$ cat src/iec_pkg.sv
// Constants, register map and carrier types of the incremental encoder counter
// What this block does
// - Counters held reset until index, unless no-index
// - Index qualified with channel one comparator settings
// - Open index reads high, high is inactive
// - Dual-track direction from quadrature track phase
// - Timing and counting taken from primary track
// - Single-track types count without direction evaluation
// - Detector hysteresis: rise above upper, fall below lower
// - Reference 1.5 V, hysteresis 0.5 V, every track
// - Four single tracks or two quadrature pairs
// - Consumed follower channel reports constant zero
// - One index track gates all four channels
// - After start, wait for first index rising edge
// - Index gating re-armed at every measurement start
package iec_pkg;

   localparam int NUM_TRK = 4;
   localparam int NUM_DET = 5;
   localparam int IDX_DET = 4;
   localparam int AW      = 8;
   localparam int DW      = 32;
   localparam int SW      = 16;

   // Register byte offsets
   localparam logic [AW-1:0] CTRL_OFS   = 8'h00;
   localparam logic [AW-1:0] STAT_OFS   = 8'h04;
   localparam logic [AW-1:0] COUNT_OFS  = 8'h10;
   localparam logic [AW-1:0] PERIOD_OFS = 8'h20;
   localparam logic [AW-1:0] WORD_STEP  = 8'h04;

   // Control field positions
   localparam int CTRL_RUN   = 0;
   localparam int CTRL_NOIDX = 1;
   localparam int CTRL_DUAL  = 2;

   // Status field positions
   localparam int STAT_RUN   = 0;
   localparam int STAT_GATE  = 1;
   localparam int STAT_LVL   = 4;

   // Detector thresholds in millivolts
   localparam logic signed [SW-1:0] REF_MV  = 16'sh05dc;
   localparam logic signed [SW-1:0] HYST_MV = 16'sh01f4;

   // Reset levels of the detectors: index idles high, tracks low
   localparam logic [NUM_DET-1:0] DET_RST = 5'h10;
   localparam logic [3:0]         CTRL_RST = 4'h0;
   localparam logic [DW-1:0]      ONE_W    = 32'h0000_0001;
   localparam logic [DW-1:0]      MAX_W    = 32'hffff_ffff;

   typedef struct packed {
      logic signed [SW-1:0] ref_mv;
      logic signed [SW-1:0] hyst_mv;
   } iec_cmp_cfg_s;

   typedef struct packed {
      logic [1:0] dual;
      logic       no_index;
      logic       run;
   } iec_ctrl_s;

   typedef struct packed {
      logic [AW-1:0] addr;
      logic [DW-1:0] wdata;
      logic          wr;
      logic          rd;
   } iec_bus_req_s;

endpackage

$ cat src/iec_encoder_counter.sv
// Four-channel incremental encoder counter with index gating
`timescale 1ns/10ps
module iec_encoder_counter (
   input  logic                                 sys_clk,  // System clock
   input  logic                                 reset,    // Sync reset, high
   input  iec_pkg::iec_bus_req_s                bus_req,  // Register request
   input  logic [iec_pkg::NUM_TRK-1:0][iec_pkg::SW-1:0] track_mv, // Track mV
   input  logic [iec_pkg::SW-1:0]               index_mv, // Index input mV
   output logic [iec_pkg::DW-1:0]               rdata_r   // Read data
);
   import iec_pkg::*;

   iec_cmp_cfg_s         cmp_cfg [NUM_TRK];
   logic [NUM_DET-1:0]   lvl_r;
   logic [NUM_DET-1:0]   lvl_nxt;
   logic [NUM_DET-1:0]   sy1_r;
   logic [NUM_DET-1:0]   sy1_nxt;
   logic [NUM_DET-1:0]   sy2_r;
   logic [NUM_DET-1:0]   sy2_nxt;
   logic [NUM_DET-1:0]   prev_r;
   logic [NUM_DET-1:0]   prev_nxt;
   logic [NUM_DET-1:0]   rise;
   iec_ctrl_s            ctrl_r;
   iec_ctrl_s            ctrl_nxt;
   logic                 gate_r;
   logic                 gate_nxt;
   logic                 start_pulse;
   logic                 ctrl_wr;
   logic                 cnt_en;
   logic [DW-1:0]        count_r  [NUM_TRK];
   logic [DW-1:0]        count_nxt[NUM_TRK];
   logic [DW-1:0]        tick_r   [NUM_TRK];
   logic [DW-1:0]        tick_nxt [NUM_TRK];
   logic [DW-1:0]        period_r [NUM_TRK];
   logic [DW-1:0]        period_nxt[NUM_TRK];
   logic [DW-1:0]        rdata_nxt;

   // Detectors: four tracks plus the shared index
   genvar d;
   generate
      for (d = 0; d < NUM_DET; d++)
      begin : g_det
         logic signed [SW-1:0] samp;
         logic signed [SW-1:0] hi_mv;
         logic signed [SW-1:0] lo_mv;
         iec_cmp_cfg_s         cfg;
         if (d == IDX_DET)
         begin : g_idx
            assign samp = index_mv;
            // The index has no settings of its own
            assign cfg  = cmp_cfg[0];
         end
         else
         begin : g_trk
            // Fixed thresholds in this version, one set per track
            assign cmp_cfg[d] = '{ref_mv: REF_MV, hyst_mv: HYST_MV};
            assign samp = track_mv[d];
            assign cfg  = cmp_cfg[d];
         end
         assign hi_mv = cfg.ref_mv + (cfg.hyst_mv >>> 1);
         assign lo_mv = cfg.ref_mv - (cfg.hyst_mv >>> 1);

         always_comb
         begin
            if (lvl_r[d])
            begin
               lvl_nxt[d] = !(samp < lo_mv);
            end
            else
            begin
               lvl_nxt[d] = (samp > hi_mv);
            end
            sy1_nxt[d]  = lvl_r[d];
            sy2_nxt[d]  = sy1_r[d];
            prev_nxt[d] = sy2_r[d];
         end

         // Index flops start high so release from reset is no edge
         always_ff @(posedge sys_clk)
         begin
            if (reset)
            begin
               lvl_r[d]  <= DET_RST[d];
               sy1_r[d]  <= DET_RST[d];
               sy2_r[d]  <= DET_RST[d];
               prev_r[d] <= DET_RST[d];
            end
            else
            begin
               lvl_r[d]  <= lvl_nxt[d];
               sy1_r[d]  <= sy1_nxt[d];
               sy2_r[d]  <= sy2_nxt[d];
               prev_r[d] <= prev_nxt[d];
            end
         end

         assign rise[d] = sy2_r[d] & ~prev_r[d];
      end
   endgenerate

   // Control register and index gate
   assign ctrl_wr     = bus_req.wr && (bus_req.addr == CTRL_OFS);
   assign start_pulse = ctrl_wr && bus_req.wdata[CTRL_RUN] && !ctrl_r.run;
   // One gate shared by all channels
   assign cnt_en = ctrl_r.run && (ctrl_r.no_index || gate_r);

   always_comb
   begin
      ctrl_nxt = ctrl_r;
      if (ctrl_wr)
      begin
         ctrl_nxt.run      = bus_req.wdata[CTRL_RUN];
         ctrl_nxt.no_index = bus_req.wdata[CTRL_NOIDX];
         ctrl_nxt.dual     = bus_req.wdata[CTRL_DUAL +: 2];
      end
      if (start_pulse || !ctrl_r.run)
      begin
         // Unless no_index is set, every new measurement waits for a fresh index edge
         gate_nxt = 1'b0;
      end
      else
      begin
         gate_nxt = gate_r | rise[IDX_DET];
      end
   end

   always_ff @(posedge sys_clk)
   begin
      if (reset)
      begin
         ctrl_r <= CTRL_RST;
         gate_r <= 1'b0;
      end
      else
      begin
         ctrl_r <= ctrl_nxt;
         gate_r <= gate_nxt;
      end
   end

   // Count channels
   genvar k;
   generate
      for (k = 0; k < NUM_TRK; k++)
      begin : g_ch
         logic odd_ch;
         logic paired_off;
         logic use_dir;
         assign odd_ch     = (k % 2) == 1;
         // Follower of a dual pair gives its track to the leader
         assign paired_off = odd_ch && ctrl_r.dual[k/2];
         assign use_dir    = !odd_ch && ctrl_r.dual[k/2];

         always_comb
         begin
            count_nxt[k]  = count_r[k];
            tick_nxt[k]   = tick_r[k];
            period_nxt[k] = period_r[k];
            if (start_pulse || !cnt_en || paired_off)
            begin
               count_nxt[k]  = '0;
               tick_nxt[k]   = '0;
               period_nxt[k] = '0;
            end
            else if (rise[k])
            begin
               // Only primary edges clock count and period
               period_nxt[k] = tick_r[k] + ONE_W;
               tick_nxt[k]   = '0;
               if (use_dir && sy2_r[k+1])
               begin
                  // Secondary high at primary rise: reverse turn
                  count_nxt[k] = count_r[k] - ONE_W;
               end
               else
               begin
                  count_nxt[k] = count_r[k] + ONE_W;
               end
            end
            else if (tick_r[k] != MAX_W)
            begin
               // Saturate at MAX_W; a rise after that makes period MAX_W + 1, which wraps to zero
               tick_nxt[k] = tick_r[k] + ONE_W;
            end
         end

         always_ff @(posedge sys_clk)
         begin
            if (reset)
            begin
               count_r[k]  <= '0;
               tick_r[k]   <= '0;
               period_r[k] <= '0;
            end
            else
            begin
               count_r[k]  <= count_nxt[k];
               tick_r[k]   <= tick_nxt[k];
               period_r[k] <= period_nxt[k];
            end
         end
      end
   endgenerate

   // Read mux, answer stands only in the cycle after the strobe
   always_comb
   begin
      rdata_nxt = '0;
      case (bus_req.addr)
         CTRL_OFS:
         begin
            rdata_nxt[CTRL_RUN]      = ctrl_r.run;
            rdata_nxt[CTRL_NOIDX]    = ctrl_r.no_index;
            rdata_nxt[CTRL_DUAL +: 2] = ctrl_r.dual;
         end
         STAT_OFS:
         begin
            rdata_nxt[STAT_RUN]  = ctrl_r.run;
            rdata_nxt[STAT_GATE] = cnt_en;
            rdata_nxt[STAT_LVL +: NUM_DET] = sy2_r;
         end
         COUNT_OFS:                  rdata_nxt = count_r[0];
         COUNT_OFS + WORD_STEP:      rdata_nxt = count_r[1];
         AW'(COUNT_OFS + 2*WORD_STEP):  rdata_nxt = count_r[2];
         AW'(COUNT_OFS + 3*WORD_STEP):  rdata_nxt = count_r[3];
         PERIOD_OFS:                    rdata_nxt = period_r[0];
         PERIOD_OFS + WORD_STEP:        rdata_nxt = period_r[1];
         AW'(PERIOD_OFS + 2*WORD_STEP): rdata_nxt = period_r[2];
         AW'(PERIOD_OFS + 3*WORD_STEP): rdata_nxt = period_r[3];
         default:                    rdata_nxt = '0;
      endcase
      if (!bus_req.rd)
      begin
         rdata_nxt = '0;
      end
   end

   always_ff @(posedge sys_clk)
   begin
      if (reset)
      begin
         rdata_r <= '0;
      end
      else
      begin
         rdata_r <= rdata_nxt;
      end
   end

endmodule

$ cat config.mk
export PLATFORM = sky130hd
export DESIGN_NAME = iec_encoder_counter
export DESIGN_NICKNAME = d
export VERILOG_FILES = /design/src/iec_pkg.sv /design/src/iec_encoder_counter.sv
export SDC_FILE = /design/constraint.sdc
export NUM_CORES = 1
export LEC_CHECK = 0
export ABC_CLOCK_PERIOD_IN_PS = 3800
export BUFFER_PORTS_ARGS = -buffer_cell sky130_fd_sc_hd__buf_2
export CAP_MARGIN = 20
export CORE_ASPECT_RATIO = 1.5
export CORE_MARGIN = 10
export CORE_UTILIZATION = 35
export CTS_CLUSTER_DIAMETER = 80
export DETAILED_ROUTE_END_ITERATION = 12
export PLACE_DENSITY = 0.48
export SETUP_SLACK_MARGIN = 0.4
export SKIP_LAST_GASP = 1
export SLEW_MARGIN = 10
export SYNTH_ARGS = -nofsm -noshare
export SYNTH_HDL_FRONTEND = slang
export SYNTH_SLANG_ARGS = --single-unit
$ cat constraint.sdc
create_clock -name sys_clk -period 3.8 [get_ports sys_clk]
set_input_delay 0.38 -clock sys_clk [delete_from_list [all_inputs] [get_ports sys_clk]]
set_output_delay 0.38 -clock sys_clk [all_outputs]
set_load 0.1 [all_outputs]
---- Word-level counts from Yosys, hierarchy flattened ----
Memories as Yosys holds them, arrays and structs flattened.
Cells that the tools add are included.
operators by class
  add/subtract/negate cells ............... 10
  order comparisons ....................... 10
  eq/ne operators ......................... 13
  muxes and demuxes ....................... 54
  bitwise operators ....................... 24
  reduce and logical (&&, ||, !) cells .... 21
operator list
  cell                                                             count
  two-way mux 32 bit                                               42
  adder 32 x 1 -> 32 bit, second input constant                    8
  case mux 23 bit (8 select lines)                                 1
  != test 32 bit, second input constant                            4
  greater-than comparator 16 x 12 -> 1 bit, second input constant  5
  < comparator 16 x 12 -> 1 bit, second input constant             5
  subtractor 32 x 1 -> 32 bit, second input constant               2
  case mux 5 bit (9 select lines)                                  1
  == test 8 x 5 -> 1 bit, second input constant                    4
  == test 8 x 6 -> 1 bit, second input constant                    4
  case mux 2 bit (10 select lines)                                 1
  case mux 2 bit (9 select lines)                                  1
  bitwise OR 1 bit                                                 13
  == test 8 x 3 -> 1 bit, second input constant                    1
  zero test 8 bit                                                  1
  two-way mux 1 bit                                                8
  zero test 1 bit                                                  7
  logical AND 1 bit                                                6
  NOT 1 bit                                                        6
  AND 1 bit                                                        5
  logical OR 1 bit                                                 5
  OR reduction 2 bit                                               2
storage, ports and cells
  register bits after elaboration ......... 57
  memory bits (writable) .................. 384
  bits of input ports ..................... 124
  output and inout bits ................... 32
  logic and storage cells ................. 160
  memories ................................ 3
memories
  memory    words  width  read ports  clocked after memory_dff  wr ports  RTL line                   text
  count_r   4      32     4           0                         4         iec_encoder_counter.sv:30  logic [DW-1:0] count_r [NUM_TRK];
  period_r  4      32     4           0                         4         iec_encoder_counter.sv:34  logic [DW-1:0] period_r [NUM_TRK];
  tick_r    4      32     4           0                         4         iec_encoder_counter.sv:32  logic [DW-1:0] tick_r [NUM_TRK];

---- Depth between registers and ports, before layout ----
  depth after elaboration ................. 8
  gate-level depth with buffers ........... 15
  gate-level depth less buffers ........... 10

---- Worst setup path after synthesis ----
No wires, ideal clock.
  path kind ............................... flip-flop to flip-flop
  start point ............................. register sy2_r[1] (netlist: prev_nxt[1])
  end point ............................... memory count_r[0][24]
  setup time .............................. 131 ps
  arrival time ............................ 2,988 ps
  data required time ...................... 3,669 ps
  slack ................................... 681 ps
  cell stages (with the launch flop) ...... 15
  buffers on the path ..................... 4
  period minus slack after synthesis ...... 3,119 ps
  cells stage by stage .................... dfxtp_1 -> nand2_1 -> buf_2 -> clkbuf_1 -> clkbuf_1 -> xnor2_1 -> ha_1 -> clkbuf_1 -> nor2_1 -> and2_1 -> o221a_2 -> o31ai_1 -> and4_1 -> o21ai_0 -> nor3b_1
RTL lines
  element                           RTL line                   text
  start: declaration                iec_encoder_counter.sv:18  logic [NUM_DET-1:0] sy2_r;
  start signal: indexed assignment  iec_encoder_counter.sv:85  sy2_r[d] <= DET_RST[d];
  start signal: indexed assignment  iec_encoder_counter.sv:92  sy2_r[d] <= sy2_nxt[d];
  end: declaration                  iec_encoder_counter.sv:30

==> metrics.txt <==
total leakage power 7.65 nW; final setup TNS 0 ns; row cnt 111; CP max stage cell and2_1; Hold EP ctrl_r[0]$_SDFFE_PP0P_; Internal 0.00745 W; CP startpoint prev_nxt[3]$_SDFF_PP0_; hold crit path type in2reg; Async SR Flop Fraction 0%; Power Dens Cells 391 nW/µm²; Final Hold Fails 0; max_cap viols 0; Max stage delay on crit path 0.87 ns; maximum root-to-sink buffer count 3; Num CTS Buffers 46; first-pass GRT wire length 119 mm; Fmax achieved 325 MHz; reg2reg end count_r[2][15]$_SDFFE_PP0P_; run status finished, final reports clean; Post-synth EDFFs 0; Mapped Area 21500 µm²; Reg power frac 48.6%; Worst slew margin 26.3%; Detailed Routing Iterations Pass 1 6; Final Setup Violations 0; gr ovfl total 0; commonest non-fill, non-tap cell in the layout dfxtp_1; vias post-DR 19700; cell count after synthesis ~2600; drt drc 0; sequential area share after synthesis about 41%; overall routing resource usage 21.3%; most frequent cells in the layout dfxtp_1, nor2_1, a21oi_1; IO Port Bufs around 130; critical path class reg2reg; Sink Count around 440; Net Sw Frac 22.0%; CP Capture Type flop; Comb pwr share 1.8%; Tmin final 3.07 ns; initial antenna violation count 2; chip width roughly 220 µm; vias in the first global route approximately 19000; Core Area 61000 µm²; Slew Limit Fails 0; startpoint types flop; worst vdd ir 0.000297 V; DP Wirelength 59.6 mm; CP Data Required Time about 4.3 ns; H-Tree Depth 2; Final Skew roughly 0.013 ns; Avg Synthesized Cell Area 8.33 µm²; wire per inst 23.0 µm; Top Usage Layer GRT met2; Tcrit/Tclk final 80.9%; met3 Use GR 2.91%; cell chain of the critical path and2_1 > nand3_1 > a221oi_2 > mux2i_1 > or3_1 > a21oi_1; M2 GR Usage 37.8%; Clock power frac about half; unrepaired setup endpoints after global routing false; Post-Route WL 79.4 mm; Hold Path Depth 3; Via density 5.73; NumNets Final 2752; syn_nets 2710; M1 GR Usage 24.4%; post-layout util 40.0%; num ports ~160; share of cells above drive strength 1 a little under an eighth; FILL cells between 6000 and 7000; Yosys reg bits 441; CP max FO 26; Reg clk slew, reported paths 0.06 ns; Area Overhead vs Synth 13.7%; reg2reg setup slack 0.73 ns; yosys warns 0; die height 323 µm; TritonCTS clock tree yes; Skew-Pair Late Insertion Delay about 0.6 ns; Least-Margin Pin Slew 1.11 ns; Netlist cell types 82; Arrival @ worst endpoint 3.60 ns; die area 71800 µm²; predominant post-synthesis flop cell dfxtp_1; initial core utilization between 30% and 40%; Hold Crit Start bus_req[2]; reg2reg start prev_nxt[3]$_SDFF_PP0_; root buf cell clkbuf_16; Min Hold Slack 0.0427 ns; GP Congestion 0.913; initial drt markers 1413; R2R depth 6; largest net degree at the start of global routing between 70 and 80; Power Total 0.00955 W; antenna-violating nets left 0; Switch Pwr 0.00210 W
-- per-layer routing --
| layer | share of wire [%] | vias to the layer above | wire [µm] |
|---|---|---|---|
| met5 | 0 | - | 0 |
| met1 | 40 | 9543 | 31800 |
| met4 | 5.3 | 0 | 4210 |
| met2 | 50 | 606 | 39400 |
| met3 | 5.0 | 137 | 3970 |
| li1 | - | 9459 | - |
-- cells by family (layout without fill, tap and decap cells) --
kind of cell    Yosys count  after routing  share of synthesized area (%)
fa+ha+maj                 8              8                          0.466
simple gates           1016           1016                           23.8
compound gates          643            643                           19.8
flops                   441            441                           41.1
xor+xnor                237            237                           9.67
mux                      29             29                           1.35
other cells               0              1                              0
buf+inv                 204            280                           3.85
-- power groups by stage --
stage	Clock (W)	Sequential [W]	Combinational, W
6_report	0.00474	0.00464	0.000176
5_1_grt	0.00500	0.00464	0.000194
4_1_cts	0.00484	0.00464	0.000176
3_5_place_dp	0	0.00474	0.000172
3_3_place_gp	0	0.00474	0.000169
2_1_floorplan	0	0.00474	0.0000795
-- state kept, by name, indices dropped and copies added (netlist names) --
register  cells
tick_r      128
ctrl_r        4
count_r     128
sy1_r         5
rdata_r      32
period_r    128
lvl_r         5
gate_r        1
prev_r        5
prev_nxt      5
-- critical path, delay by kind of cell, from the launching register on --
kind	cells	cell delay [ns]
AND/OR/NAND/NOR	3	1.45
AO/OA/AOI/OAI	2	0.73
flip-flops	1	0.66
multiplexers	1	0.16
-- what timing repair did --
item	4_1_cts	5_1_grt
endpoints found under the hold margin	5	0
gates resized for setup	0	0
hold buffers	5	0
setup buffers	0	0
-- layout make-up --
cell class,instances,area (µm²),share of cell area [%]
multi-input cells,1933,11900,48.7
flip-flops and latches,441,8830,36.2
clock buffers,68,1350,5.55
repair buffers,183,1080,4.43
well taps,791,990,4.05
clock inverters,14,208,0.851
inverters,15,56.3,0.231
diodes,1,2.50,0.0103
-- how the worst max path moves through the flow --
stage                                   to  slack [ns]  cells past startpoint
2_1_floorplan  count_r[0][24]$_SDFFE_PP0P_        0.68                     14
3_3_place_gp        rdata_r[21]$_SDFF_PP0_        0.73                      8
3_5_place_dp        rdata_r[21]$_SDFF_PP0_        0.75                      8
4_1_cts        count_r[2][15]$_SDFFE_PP0P_        0.83                      6
5_1_grt          tick_r[3][1]$_SDFFE_PP0P_        0.60                      8
6_report       count_r[2][15]$_SDFFE_PP0P_        0.73                      6
-- per-stage QoR --
stage | area (µm²) | cells | worst slack (ns)
CTS | 24400 | 3445 | 0.827
floorplan | 21500 | 2578 | 0.681
global route | 24400 | 3445 | 0.595
finish | 24400 | 3446 | 0.725
global placement | 22800 | 3358 | 0.731
detailed placement | 22800 | 3358 | 0.753
-- cell usage after synthesis (5+ instances only) --
master      n  area (µm²)
inv_1      15        56.3
nor4_1     31         194
dfxtp_1   441        8830
a21o_1     10        75.1
a22oi_1    58         435
buf_1      18        67.6
a221oi_1   18         158
mux2i_1    29         290
a22o_1     37         324
clkbuf_1  133         499
nand2b_1   11        68.8
or4_1      15         113
o21a_1      7        52.6
o21ai_0    78         390
xnor2_1   105         920
nand2_1   187         702
a21boi_0    5        37.5
nand4_1    72         450
a211oi_1   96         721
and2_1     21         131
nor3_1     45         225
or3_1      22         138
buf_2      33         165
ha_1        8         100
nand3_1   121         606
and4_1     21         184
and3_1     37         231
o31ai_1     5        37.5
xor2_1    132        1160
nor2_1    347        1300
a31oi_1    45         282
nor4_2      7        87.6
a21oi_1   213        1070
a222oi_1   21         210
nor2b_1    23         144
and3b_1     5        43.8
or2_2      11        68.8
a31o_2      8        70.1
(Power assumes the default switching activity.)
